[src/design/vdc_pkg.sv]
package vdc_pkg;
  localparam int CLK_NS  = 100;
  localparam int ROW_W   = 9;
  localparam int SD_W    = 4;
  localparam logic [ROW_W-1:0] SER_LAST = 9'h1ff;
  // ==========================================
  // register map
  localparam logic [7:0] OFF_CTRL   = 8'h00;
  localparam logic [7:0] OFF_ADDR   = 8'h04;
  localparam logic [7:0] OFF_SDATA  = 8'h08;
  localparam logic [7:0] OFF_STATUS = 8'h0c;
  localparam logic [7:0] OFF_CONFIG = 8'h10;
  localparam int CTRL_OP_LSB    = 0;
  localparam int CTRL_MASK_BIT  = 4;
  localparam int ADDR_ROW_LSB   = 0;
  localparam int ADDR_COL_LSB   = 16;
  localparam int ST_BUSY_BIT    = 0;
  localparam int ST_MODEWR_BIT  = 1;
  localparam int ST_START_BIT   = 2;
  localparam int ST_ERR_BIT     = 3;
  localparam int ST_PTR_LSB     = 16;
  localparam int CFG_AUTO_BIT   = 0;
  localparam int CFG_RASONLY_BIT = 1;
  // ==========================================
  // timing
  localparam int T_SCDT_NS  = 5;
  localparam int T_DTSC_NS  = 10;
  localparam int T_RASSC_NS = 20;
  localparam int T_RAS_NS = 100;
  localparam int T_RP_NS  = 70;
  localparam int T_SCP_NS = 10;
  localparam int T_REF_MS = 8;
  localparam int REF_ROWS = 512;
  function automatic int cyc(input int ns);
    return (ns <= CLK_NS) ? 1 : (ns + CLK_NS - 1) / CLK_NS;
  endfunction : cyc
  localparam logic [3:0] SCDT_CYC = 4'(cyc(T_SCDT_NS));
  localparam logic [3:0] DTSC_CYC = 4'(cyc(T_DTSC_NS));
  localparam logic [3:0] RAS_CYC  = 4'(cyc(T_RAS_NS));
  localparam logic [3:0] RP_CYC   = 4'(cyc(T_RP_NS));
  localparam logic [3:0] SCP_CYC  = 4'(cyc(T_SCP_NS));
  localparam logic [3:0] REC_CYC  = 4'(cyc(T_RASSC_NS > T_RP_NS ? T_RASSC_NS : T_RP_NS));
  localparam logic [3:0] SYNC_CYC = 4'h3;
  localparam int REF_INTERVAL_CYC = (T_REF_MS * 1000000) / (REF_ROWS * CLK_NS);
  // ==========================================
  // types
  typedef enum logic [3:0] {
    OP_NONE, OP_READ_XFER, OP_PSEUDO_XFER, OP_WRITE_XFER, OP_RAS_REFRESH,
    OP_CTR_REFRESH, OP_HIDDEN_REFRESH, OP_SERIAL_READ, OP_SERIAL_WRITE
  } vdc_op_e;
  typedef enum logic [3:0] {
    ST_IDLE, ST_SETUP, ST_ROW, ST_COL, ST_DT_RISE, ST_HID_PRE, ST_HID_RAS,
    ST_RAS_HI, ST_CLK_HI, ST_CLK_LO
  } vdc_state_e;
  typedef struct packed {
    logic             rasN;
    logic             casN;
    logic             weN;
    logic             dtoeN;
    logic             spEnN;
    logic             shClk;
    logic [ROW_W-1:0] addr;
  } vdc_pins_s;
  localparam vdc_pins_s PINS_IDLE = '{1'b1, 1'b1, 1'b1, 1'b1, 1'b1, 1'b0, 9'h000};
endpackage : vdc_pkg

[src/design/vdc_host.sv]
`timescale 1ns/1ps
module vdc_host
  import vdc_pkg::*;
#(
  parameter int REF_INTERVAL = REF_INTERVAL_CYC
) (
  // clock and reset
  input  wire logic              clk,
  input  wire logic              nrst,
  // ahb-lite slave
  input  wire logic              hsel,
  input  wire logic [31:0]       haddr,
  input  wire logic [1:0]        htrans,
  input  wire logic              hwrite,
  input  wire logic [2:0]        hsize,
  input  wire logic [31:0]       hwdata,
  input  wire logic              hready,
  output logic                   hreadyout,
  output logic [31:0]            hrdata,
  output logic                   hresp,
  // memory strobes and address
  output logic                   rowStrobeN,
  output logic                   colStrobeN,
  output logic                   writeStrobeN,
  output logic                   transferOutputEnableN,
  output logic                   serialPortEnableN,
  output logic                   serialShiftClock,
  output logic [ROW_W-1:0]       memAddr,
  // serial data pins
  input  wire logic [SD_W-1:0]   serialDataIn,
  output logic [SD_W-1:0]        serialDataOut,
  output logic                   serialDataOe
);
  if (REF_INTERVAL < 2 || REF_INTERVAL > 255) begin : g_chk
    $error("REF_INTERVAL out of range");
  end
  localparam logic [7:0] REF_LOAD = 8'(REF_INTERVAL - 1);

  // ==========================================
  // state
  vdc_state_e       stateReg, stateNext;
  vdc_op_e          opReg, opNext;
  vdc_pins_s        pinsReg, pinsNext;
  logic [3:0]       waitReg, waitNext;
  logic [SD_W-1:0]  sdOutReg, sdOutNext, wrDataReg, wrDataNext, rdDataReg, rdDataNext;
  logic             sdOeReg, sdOeNext, maskReg, maskNext;
  logic [ROW_W-1:0] rowReg, rowNext, colReg, colNext, ptrReg, ptrNext;
  logic [ROW_W-1:0] refRowReg, refRowNext;
  logic             autoReg, autoNext, rasOnlyReg, rasOnlyNext, errReg, errNext;
  logic             modeWrReg, modeWrNext, startReg, startNext;
  logic             lastMsbReg, lastMsbNext, lastValidReg, lastValidNext;
  logic [7:0]       refTimerReg, refTimerNext;
  logic             refDueReg, refDueNext;
  logic             dpValidReg, dpValidNext, dpWriteReg, dpWriteNext;
  logic [7:0]       dpAddrReg, dpAddrNext;
  logic [31:0]      hrdataReg, hrdataNext;
  logic [SD_W-1:0]  sdS1, sdS2, sdS3;

  // ==========================================
  // next-state logic
  always_comb begin
    logic [31:0] rdWord;
    logic        cmdGo, cmdMask, ok, xfer, toRecover;
    vdc_op_e     cmdOp, startOp;
    rdWord = 32'h0000_0000;
    cmdGo = 1'b0;
    cmdMask = 1'b0;
    ok = 1'b0;
    xfer = 1'b0;
    toRecover = 1'b0;
    cmdOp = OP_NONE;
    startOp = OP_NONE;
    stateNext = stateReg;
    opNext = opReg;
    pinsNext = pinsReg;
    waitNext = (waitReg != 4'h0) ? waitReg - 4'h1 : 4'h0;
    sdOutNext = sdOutReg;
    sdOeNext = sdOeReg;
    wrDataNext = wrDataReg;
    rdDataNext = rdDataReg;
    maskNext = maskReg;
    rowNext = rowReg;
    colNext = colReg;
    ptrNext = ptrReg;
    refRowNext = refRowReg;
    autoNext = autoReg;
    rasOnlyNext = rasOnlyReg;
    errNext = errReg;
    modeWrNext = modeWrReg;
    startNext = startReg;
    lastMsbNext = lastMsbReg;
    lastValidNext = lastValidReg;
    refDueNext = refDueReg;
    hrdataNext = hrdataReg;
    // address phase: read data is prepared here so it stands from a flop
    dpValidNext = hsel && htrans[1] && hready;
    dpWriteNext = hwrite;
    dpAddrNext = haddr[7:0];
    case (haddr[7:0])
      OFF_ADDR: begin
        rdWord[ADDR_ROW_LSB +: ROW_W] = rowReg;
        rdWord[ADDR_COL_LSB +: ROW_W] = colReg;
      end
      OFF_SDATA: rdWord[SD_W-1:0] = rdDataReg;
      OFF_STATUS: begin
        rdWord[ST_BUSY_BIT] = (stateReg != ST_IDLE);
        rdWord[ST_MODEWR_BIT] = modeWrReg;
        rdWord[ST_START_BIT] = startReg;
        rdWord[ST_ERR_BIT] = errReg;
        rdWord[ST_PTR_LSB +: ROW_W] = ptrReg;
      end
      OFF_CONFIG: begin
        rdWord[CFG_AUTO_BIT] = autoReg;
        rdWord[CFG_RASONLY_BIT] = rasOnlyReg;
      end
      default: rdWord = 32'h0000_0000;
    endcase
    if (dpValidNext && !hwrite) begin
      hrdataNext = rdWord;
    end
    // data phase writes
    if (dpValidReg && dpWriteReg) begin
      case (dpAddrReg)
        OFF_CTRL: begin
          cmdGo = 1'b1;
          cmdOp = vdc_op_e'(hwdata[CTRL_OP_LSB +: 4]);
          cmdMask = hwdata[CTRL_MASK_BIT];
        end
        OFF_ADDR: begin
          rowNext = hwdata[ADDR_ROW_LSB +: ROW_W];
          colNext = hwdata[ADDR_COL_LSB +: ROW_W];
        end
        OFF_SDATA: wrDataNext = hwdata[SD_W-1:0];
        OFF_STATUS: if (hwdata[ST_ERR_BIT]) errNext = 1'b0;
        OFF_CONFIG: begin
          autoNext = hwdata[CFG_AUTO_BIT];
          rasOnlyNext = hwdata[CFG_RASONLY_BIT];
        end
        default: ;
      endcase
    end
    // refresh pacing, one row per interval
    if (refTimerReg == 8'h00) begin
      refTimerNext = REF_LOAD;
    end else begin
      refTimerNext = refTimerReg - 8'h01;
    end
    // ==========================================
    // sequencer
    if (stateReg == ST_IDLE) begin
      if (cmdGo) begin
        startOp = cmdOp;
      end else if (refDueReg && autoReg) begin
        startOp = rasOnlyReg ? OP_RAS_REFRESH : OP_CTR_REFRESH;
        refDueNext = 1'b0;
      end
      case (startOp)
        OP_SERIAL_READ: ok = startReg && !modeWrReg;
        OP_SERIAL_WRITE: ok = startReg && modeWrReg;
        OP_WRITE_XFER: ok = startReg && (!lastValidReg || rowReg[ROW_W-1] == lastMsbReg);
        OP_READ_XFER, OP_PSEUDO_XFER, OP_RAS_REFRESH,
        OP_CTR_REFRESH, OP_HIDDEN_REFRESH: ok = 1'b1;
        default: ok = 1'b0;
      endcase
      xfer = (startOp == OP_READ_XFER) || (startOp == OP_PSEUDO_XFER)
          || (startOp == OP_WRITE_XFER);
      if (cmdGo && !ok) begin
        errNext = 1'b1;
      end
      if (ok) begin
        opNext = startOp;
        maskNext = cmdMask;
        stateNext = ST_SETUP;
        waitNext = SCDT_CYC;
        pinsNext.addr = (startOp == OP_RAS_REFRESH) ? refRowReg : rowReg;
        pinsNext.casN = (startOp != OP_CTR_REFRESH);
        pinsNext.dtoeN = !xfer;
        pinsNext.weN = !((startOp == OP_PSEUDO_XFER) || (startOp == OP_WRITE_XFER));
        if (startOp == OP_WRITE_XFER) begin
          pinsNext.spEnN = 1'b0;
        end else if (startOp == OP_SERIAL_READ || startOp == OP_SERIAL_WRITE) begin
          pinsNext.spEnN = cmdMask;
        end else begin
          pinsNext.spEnN = 1'b1;
        end
        sdOutNext = wrDataReg;
        sdOeNext = (startOp == OP_SERIAL_WRITE);
      end
    end else begin
      if (cmdGo) begin
        errNext = 1'b1;
      end
      // column address settles a cycle before column strobe falls, never with it
      if (stateReg == ST_ROW && opReg != OP_RAS_REFRESH && opReg != OP_CTR_REFRESH) begin
        pinsNext.addr = colReg;
      end
      if (waitReg == 4'h0) begin
        case (stateReg)
          ST_SETUP: begin
            if (opReg == OP_SERIAL_READ || opReg == OP_SERIAL_WRITE) begin
              stateNext = ST_CLK_HI;
              pinsNext.shClk = 1'b1;
              waitNext = SYNC_CYC;
            end else begin
              stateNext = ST_ROW;
              pinsNext.rasN = 1'b0;
              waitNext = RAS_CYC;
            end
          end
          ST_ROW: begin
            if (opReg == OP_RAS_REFRESH || opReg == OP_CTR_REFRESH) begin
              toRecover = 1'b1;
              if (opReg == OP_RAS_REFRESH) refRowNext = refRowReg + 9'h001;
            end else begin
              stateNext = ST_COL;
              pinsNext.addr = colReg;
              pinsNext.casN = 1'b0;
              if (opReg == OP_HIDDEN_REFRESH) pinsNext.dtoeN = 1'b0;
              waitNext = RAS_CYC;
            end
          end
          ST_COL: begin
            if (opReg == OP_READ_XFER) begin
              stateNext = ST_DT_RISE;
              pinsNext.dtoeN = 1'b1;
              waitNext = DTSC_CYC;
            end else if (opReg == OP_HIDDEN_REFRESH) begin
              stateNext = ST_HID_PRE;
              pinsNext.rasN = 1'b1;
              waitNext = RP_CYC;
            end else begin
              toRecover = 1'b1;
            end
          end
          ST_DT_RISE: toRecover = 1'b1;
          ST_HID_PRE: begin
            stateNext = ST_HID_RAS;
            pinsNext.rasN = 1'b0;
            waitNext = RAS_CYC;
          end
          ST_HID_RAS: toRecover = 1'b1;
          ST_RAS_HI: begin
            stateNext = ST_IDLE;
            if (opReg == OP_READ_XFER) begin
              modeWrNext = 1'b0;
              startNext = 1'b1;
              ptrNext = colReg;
              lastMsbNext = rowReg[ROW_W-1];
              lastValidNext = 1'b1;
            end else if (opReg == OP_PSEUDO_XFER || opReg == OP_WRITE_XFER) begin
              modeWrNext = 1'b1;
              if (opReg == OP_PSEUDO_XFER) startNext = 1'b1;
              ptrNext = colReg;
            end
          end
          ST_CLK_HI: begin
            // a masked read floats the pins, so waiting for them to settle could hang
            if (opReg == OP_SERIAL_WRITE || maskReg || sdS2 == sdS3) begin
              if (opReg == OP_SERIAL_READ && !maskReg) rdDataNext = sdS3;
              stateNext = ST_CLK_LO;
              pinsNext.shClk = 1'b0;
              waitNext = SCP_CYC;
            end
          end
          ST_CLK_LO: begin
            stateNext = ST_IDLE;
            pinsNext.spEnN = 1'b1;
            sdOeNext = 1'b0;
            ptrNext = (ptrReg == SER_LAST) ? 9'h000 : ptrReg + 9'h001;
          end
          default: stateNext = ST_IDLE;
        endcase
      end
    end
    if (toRecover) begin
      stateNext = ST_RAS_HI;
      pinsNext = PINS_IDLE;
      pinsNext.addr = pinsReg.addr;
      waitNext = REC_CYC;
    end
    // set wins over the clear taken by a refresh start
    if (refTimerReg == 8'h00) refDueNext = 1'b1;
  end

  // ==========================================
  // registers
  always_ff @(posedge clk) begin
    if (!nrst) begin
      stateReg <= ST_IDLE;
      opReg <= OP_NONE;
      pinsReg <= PINS_IDLE;
      waitReg <= 4'h0;
      sdOutReg <= 4'h0;
      sdOeReg <= 1'b0;
      wrDataReg <= 4'h0;
      rdDataReg <= 4'h0;
      maskReg <= 1'b0;
      rowReg <= 9'h000;
      colReg <= 9'h000;
      ptrReg <= 9'h000;
      refRowReg <= 9'h000;
      autoReg <= 1'b0;
      rasOnlyReg <= 1'b0;
      errReg <= 1'b0;
      modeWrReg <= 1'b0;
      startReg <= 1'b0;
      lastMsbReg <= 1'b0;
      lastValidReg <= 1'b0;
      refTimerReg <= 8'h00;
      refDueReg <= 1'b0;
      dpValidReg <= 1'b0;
      dpWriteReg <= 1'b0;
      dpAddrReg <= 8'h00;
      hrdataReg <= 32'h0000_0000;
    end else begin
      stateReg <= stateNext;
      opReg <= opNext;
      pinsReg <= pinsNext;
      waitReg <= waitNext;
      sdOutReg <= sdOutNext;
      sdOeReg <= sdOeNext;
      wrDataReg <= wrDataNext;
      rdDataReg <= rdDataNext;
      maskReg <= maskNext;
      rowReg <= rowNext;
      colReg <= colNext;
      ptrReg <= ptrNext;
      refRowReg <= refRowNext;
      autoReg <= autoNext;
      rasOnlyReg <= rasOnlyNext;
      errReg <= errNext;
      modeWrReg <= modeWrNext;
      startReg <= startNext;
      lastMsbReg <= lastMsbNext;
      lastValidReg <= lastValidNext;
      refTimerReg <= refTimerNext;
      refDueReg <= refDueNext;
      dpValidReg <= dpValidNext;
      dpWriteReg <= dpWriteNext;
      dpAddrReg <= dpAddrNext;
      hrdataReg <= hrdataNext;
    end
  end

  // serial pins come from the memory's own timing, three stages
  always_ff @(posedge clk) begin
    if (!nrst) begin
      sdS1 <= 4'h0;
      sdS2 <= 4'h0;
      sdS3 <= 4'h0;
    end else begin
      sdS1 <= serialDataIn;
      sdS2 <= sdS1;
      sdS3 <= sdS2;
    end
  end

  // ==========================================
  // outputs
  assign hreadyout = 1'b1;
  assign hresp = 1'b0;
  assign hrdata = hrdataReg;
  assign rowStrobeN = pinsReg.rasN;
  assign colStrobeN = pinsReg.casN;
  assign writeStrobeN = pinsReg.weN;
  assign transferOutputEnableN = pinsReg.dtoeN;
  assign serialPortEnableN = pinsReg.spEnN;
  assign serialShiftClock = pinsReg.shClk;
  assign memAddr = pinsReg.addr;
  assign serialDataOut = sdOutReg;
  assign serialDataOe = sdOeReg;
endmodule : vdc_host

[config.mk]
export PLATFORM = sky130hd
export DESIGN_NAME = vdc_host
export DESIGN_NICKNAME = d
export VERILOG_FILES = /design/src/design/vdc_pkg.sv /design/src/design/vdc_host.sv
export SDC_FILE = /design/constraint.sdc
export NUM_CORES = 1
export LEC_CHECK = 0
export ABC_AREA = 0
export BUFFER_PORTS_ARGS = -buffer_cell sky130_fd_sc_hd__buf_4
export CAP_MARGIN = 40
export CORE_MARGIN = 2
export CORE_UTILIZATION = 55
export DETAILED_ROUTE_END_ITERATION = 12
export HOLD_SLACK_MARGIN = 0.05
export PLACE_DENSITY = 0.89
export SETUP_SLACK_MARGIN = 0.5
export SYNTH_ARGS = -nofsm -noshare
export SYNTH_HDL_FRONTEND = slang
export SYNTH_SLANG_ARGS = --single-unit
export TNS_END_PERCENT = 100
[constraint.sdc]
create_clock -name clk -period 2.88 [get_ports clk]
set_input_delay 0.864 -clock clk [delete_from_list [all_inputs] [get_ports clk]]
set_output_delay 0.864 -clock clk [all_outputs]
set_load 0.03 [all_outputs]
==> impl_results.md <==
* Status: finished, final reports clean
* Slew Viols, Final at 0
* Synth Register Bits at around 130
* WHS Path Cells at 1
* Pin count of the biggest net entering global routing at 61
* Top delay family on crit path: simple AND/OR/NAND/NOR gates
* Post-DRT Antenna Nets at 0
* P_sw at 0.00194 W
* Startpoint Class: register
* I/O pin total at around 130
* Worst slew pin tran at approximately 0.6 ns
* Antenna diode count at 0
* Initial antenna violation count at 0
* Yosys warns at 0
* Most frequent cells in the layout: dfxtp_1 (130), buf_4 (94), nor2_1 (83), nand2_1 (82), a21oi_1 (79)
* DR vias/cell at 6.02
* RSZ-0062 raised after global routing: true
* Core area at 11500 um^2
* WP buf/inv at 2
* Power Density at around 760 nW/um^2
* Power Total at 0.00600 W
* Routed WL at ~17 mm
* Max Root-Sink Buffers at 2
* Switching Share at 0.323
* Hold Vio Cnt, Final at 0
* P_int at a little over 0.004 W
* Worst Setup End Kind: register
* Drt pass-1 iters at 5
* # clock sinks at approximately 130
* Clock network power share at 0.380
* PnR worst setup slack at approximately 0.55 ns
* Mapped Cells at approximately 770
* Mean Syn Cell Area at 8.38 um^2
* Primary FF master, synth: dfxtp_1
* Fin Setup TNS at 0 ns
* Clock Latency Late Sink at ~0.42 ns
* Reg2reg end: memAddr[2]
* Drt wl/cell at 17.2 um
* CTS clk-pin slew, worst paths at 0.06 ns
* CTS H-tree lvls at 4
* Fmax at roughly 0.43 GHz
* Die Span Y at 113 um
* R2R Setup Slk at between 0.5 and 0.6 ns
* First-pass GRT wire length at 27.4 mm
* Routed via count at 5994
* Comb power frac at 0.264
* Critical-path cell list: buf_4 -> or3b_2 -> a21o_1 -> nor2_4 -> buf_12 -> mux2i_1 -> nand2_1 -> a32o_1
* # hold bufs at CTS at 0
* Final #Nets at 925
* Port buffer count at 73
* Remaining DRCs at 0
* Cell row count at 39
* Req. time, crit path at approximately 3.2 ns
* Most common cell after layout, fill and taps aside: dfxtp_1
* Root cell of the clock tree: clkbuf_16
* WP data arrival at ~2.6 ns
* Die width at ~110 um
* Max FO, Critical Path at 10
* Die area at 12700 um^2
* Worst VDD drop at between 0.6 and 0.7 mV
* Rel. slew slack at 0.596
* Post-route minimum period at ~2.3 ns
* Seq pwr share at 0.356
* Register area share after synthesis at 0.410
* Async SR Flop Fraction at 0
* Initial Util at 0.566
* Global route overflow at 0
* Hold Path Class: reg2reg
* Total GRT Usage at 0.268
* CP max stage delay at between 0.5 and 0.6 ns
* Setup violators final at 0
* Worst Hold End: sdS2[2]
* Detail Placement HPWL at 10.9 mm
* HP Start: sdS1[2]
* Cell area after synthesis at approximately 6500 um^2
* Pre-CTS setup slack at about 0.13 ns
* Critical path's slowest cell: or3b_2
* Critical path depth at 8
* Vias in the first global route at roughly 5500
* Cells on worst reg2reg path at 8
* Fraction of layout cells with a size suffix above 1 at 0.195
* Maxcap violations at 0
* Clock Skew at about 0.0084 ns
* Leak at 3.05 nW
* TritonCTS clock tree: yes
* Number of flops mapped to enable cells by yosys at 0
* Final Cycle Share at 0.808
* Critical path class: reg2reg
* Num CTS Buffers at 17
* Distinct cells, synth at 75
* Routability cong. at approximately 0.9
* Area Growth Syn to Fin at 21.1%
* Reg2reg start: stateReg[3]
* # fillers at just over 800
* DR iter-0 viols at ~460
[through the flow]
| stage | hold slack [ns] | cell area [um^2] | cells | util |
|---|---|---|---|---|
| detailed placement | 0.419 | 7150 | 959 | 0.623 |
| finish | 0.437 | 7860 | 995 | 0.685 |
| floorplan | 0.412 | 6580 | 788 | - |
| CTS | 0.441 | 7810 | 991 | 0.681 |
| global route | 0.451 | 7860 | 995 | 0.685 |
| global placement | 0.414 | 7150 | 959 | 0.623 |
[worst reg2reg max path, cell delays in order (launching register included)]
cell	delay [ns]
dfxtp_1	0.36
buf_4	0.20
or3b_2	0.54
a21o_1	0.24
nor2_4	0.14
buf_12	0.16
mux2i_1	0.22
nand2_1	0.09
a32o_1	0.26
[cell type report]
type	count	area [um^2]	area share
Clock buffer	18	439	0.0559
Clock inverter	12	181	0.0231
Inverter	15	56.3	0.00717
Multi-Input combinational cell	577	3570	0.454
Sequential cell	133	2670	0.339
Tap cell	143	179	0.0228
Timing Repair Buffer	97	766	0.0975
[flip-flops by register name, indices dropped and copies added, names as in the netlist, 8 cells and up]
name / flops
hrdata: 18
colReg: 9
memAddr: 9
ptrReg: 9
refRowReg: 9
rowReg: 9
dpAddrReg: 8
refTimerReg: 8
[worst max path at each step]
stage	endpoint	startpoint	slack, ns
floorplan	opReg[0]	hwdata[2]	0.47
global placement	memAddr[4]	hwdata[2]	0.18
detailed placement	memAddr[4]	hwdata[2]	0.13
CTS	memAddr[0]	stateReg[0]	0.53
global route	memAddr[0]	stateReg[1]	0.47
finish	memAddr[2]	stateReg[3]	0.55
[synth_stat cells, types with 3 or more instances]
master	count	area, um^2
dfxtp_1	133	2660
nand2_1	84	315
nor2_1	83	312
a21oi_1	79	395
mux2i_1	35	350
nor3_1	32	160
clkbuf_1	30	113
o21ai_0	30	150
and2_1	26	163
buf_4	17	128
nand3_1	15	75.1
inv_1	13	48.8
xor2_1	13	114
a22oi_1	11	82.6
buf_2	11	55.1
nor4_1	10	62.6
a32o_1	9	90.1
nand2b_1	8	50.1
and3_1	7	43.8
nor2b_1	7	43.8
ha_1	6	75.1
nor3b_1	6	45.0
xnor2_1	6	52.6
buf_1	5	18.8
nand4_1	5	31.3
o211ai_1	5	37.5
o21a_1	5	37.5
or3_1	4	25.0
a211oi_1	3	22.5
a311oi_1	3	26.3
mux2_2	3	33.8
nand3b_1	3	22.5
nor4b_1	3	26.3
o31ai_1	3	22.5
or4b_1	3	30.0
or4b_2	3	30.0
[power groups by stage]
stage	combinational, W	sequential [W]	clock, W
5_1_grt	0.00172	0.00215	0.00237
2_1_floorplan	0.000980	0.00223	0
6_report	0.00158	0.00213	0.00228
3_5_place_dp	0.00147	0.00216	0
3_3_place_gp	0.00142	0.00216	0
4_1_cts	0.00152	0.00213	0.00229
[routing by layer]
metal  vias up  track usage  wire length (um)
met5         -            0                 0
met4         0        0.103               446
met3        42       0.0562              1220
met2       289        0.437              8290
met1      2818        0.351              7120
li1       2845            -                 -
[kinds of logic (layout without fill, tap and decap cells)]
group           Yosys count  after routing  share of synthesized area
mux                      38             38                     0.0592
flops                   133            133                      0.410
compound gates          178            178                      0.179
xor+xnor                 19             19                     0.0256
simple gates            320            320                      0.256
buf+inv                  78            142                     0.0571
fa+ha+maj                 6              6                     0.0116
other cells               2             16                    0.00116
[repair_timing]
item | CTS | global route
setup buffers | 2 | 4
pin swaps | 2 | 2
gates resized for setup | 3 | 7
endpoints found under the setup margin | 16 | 19
Note: power is estimated with default switching activity, not from simulation.
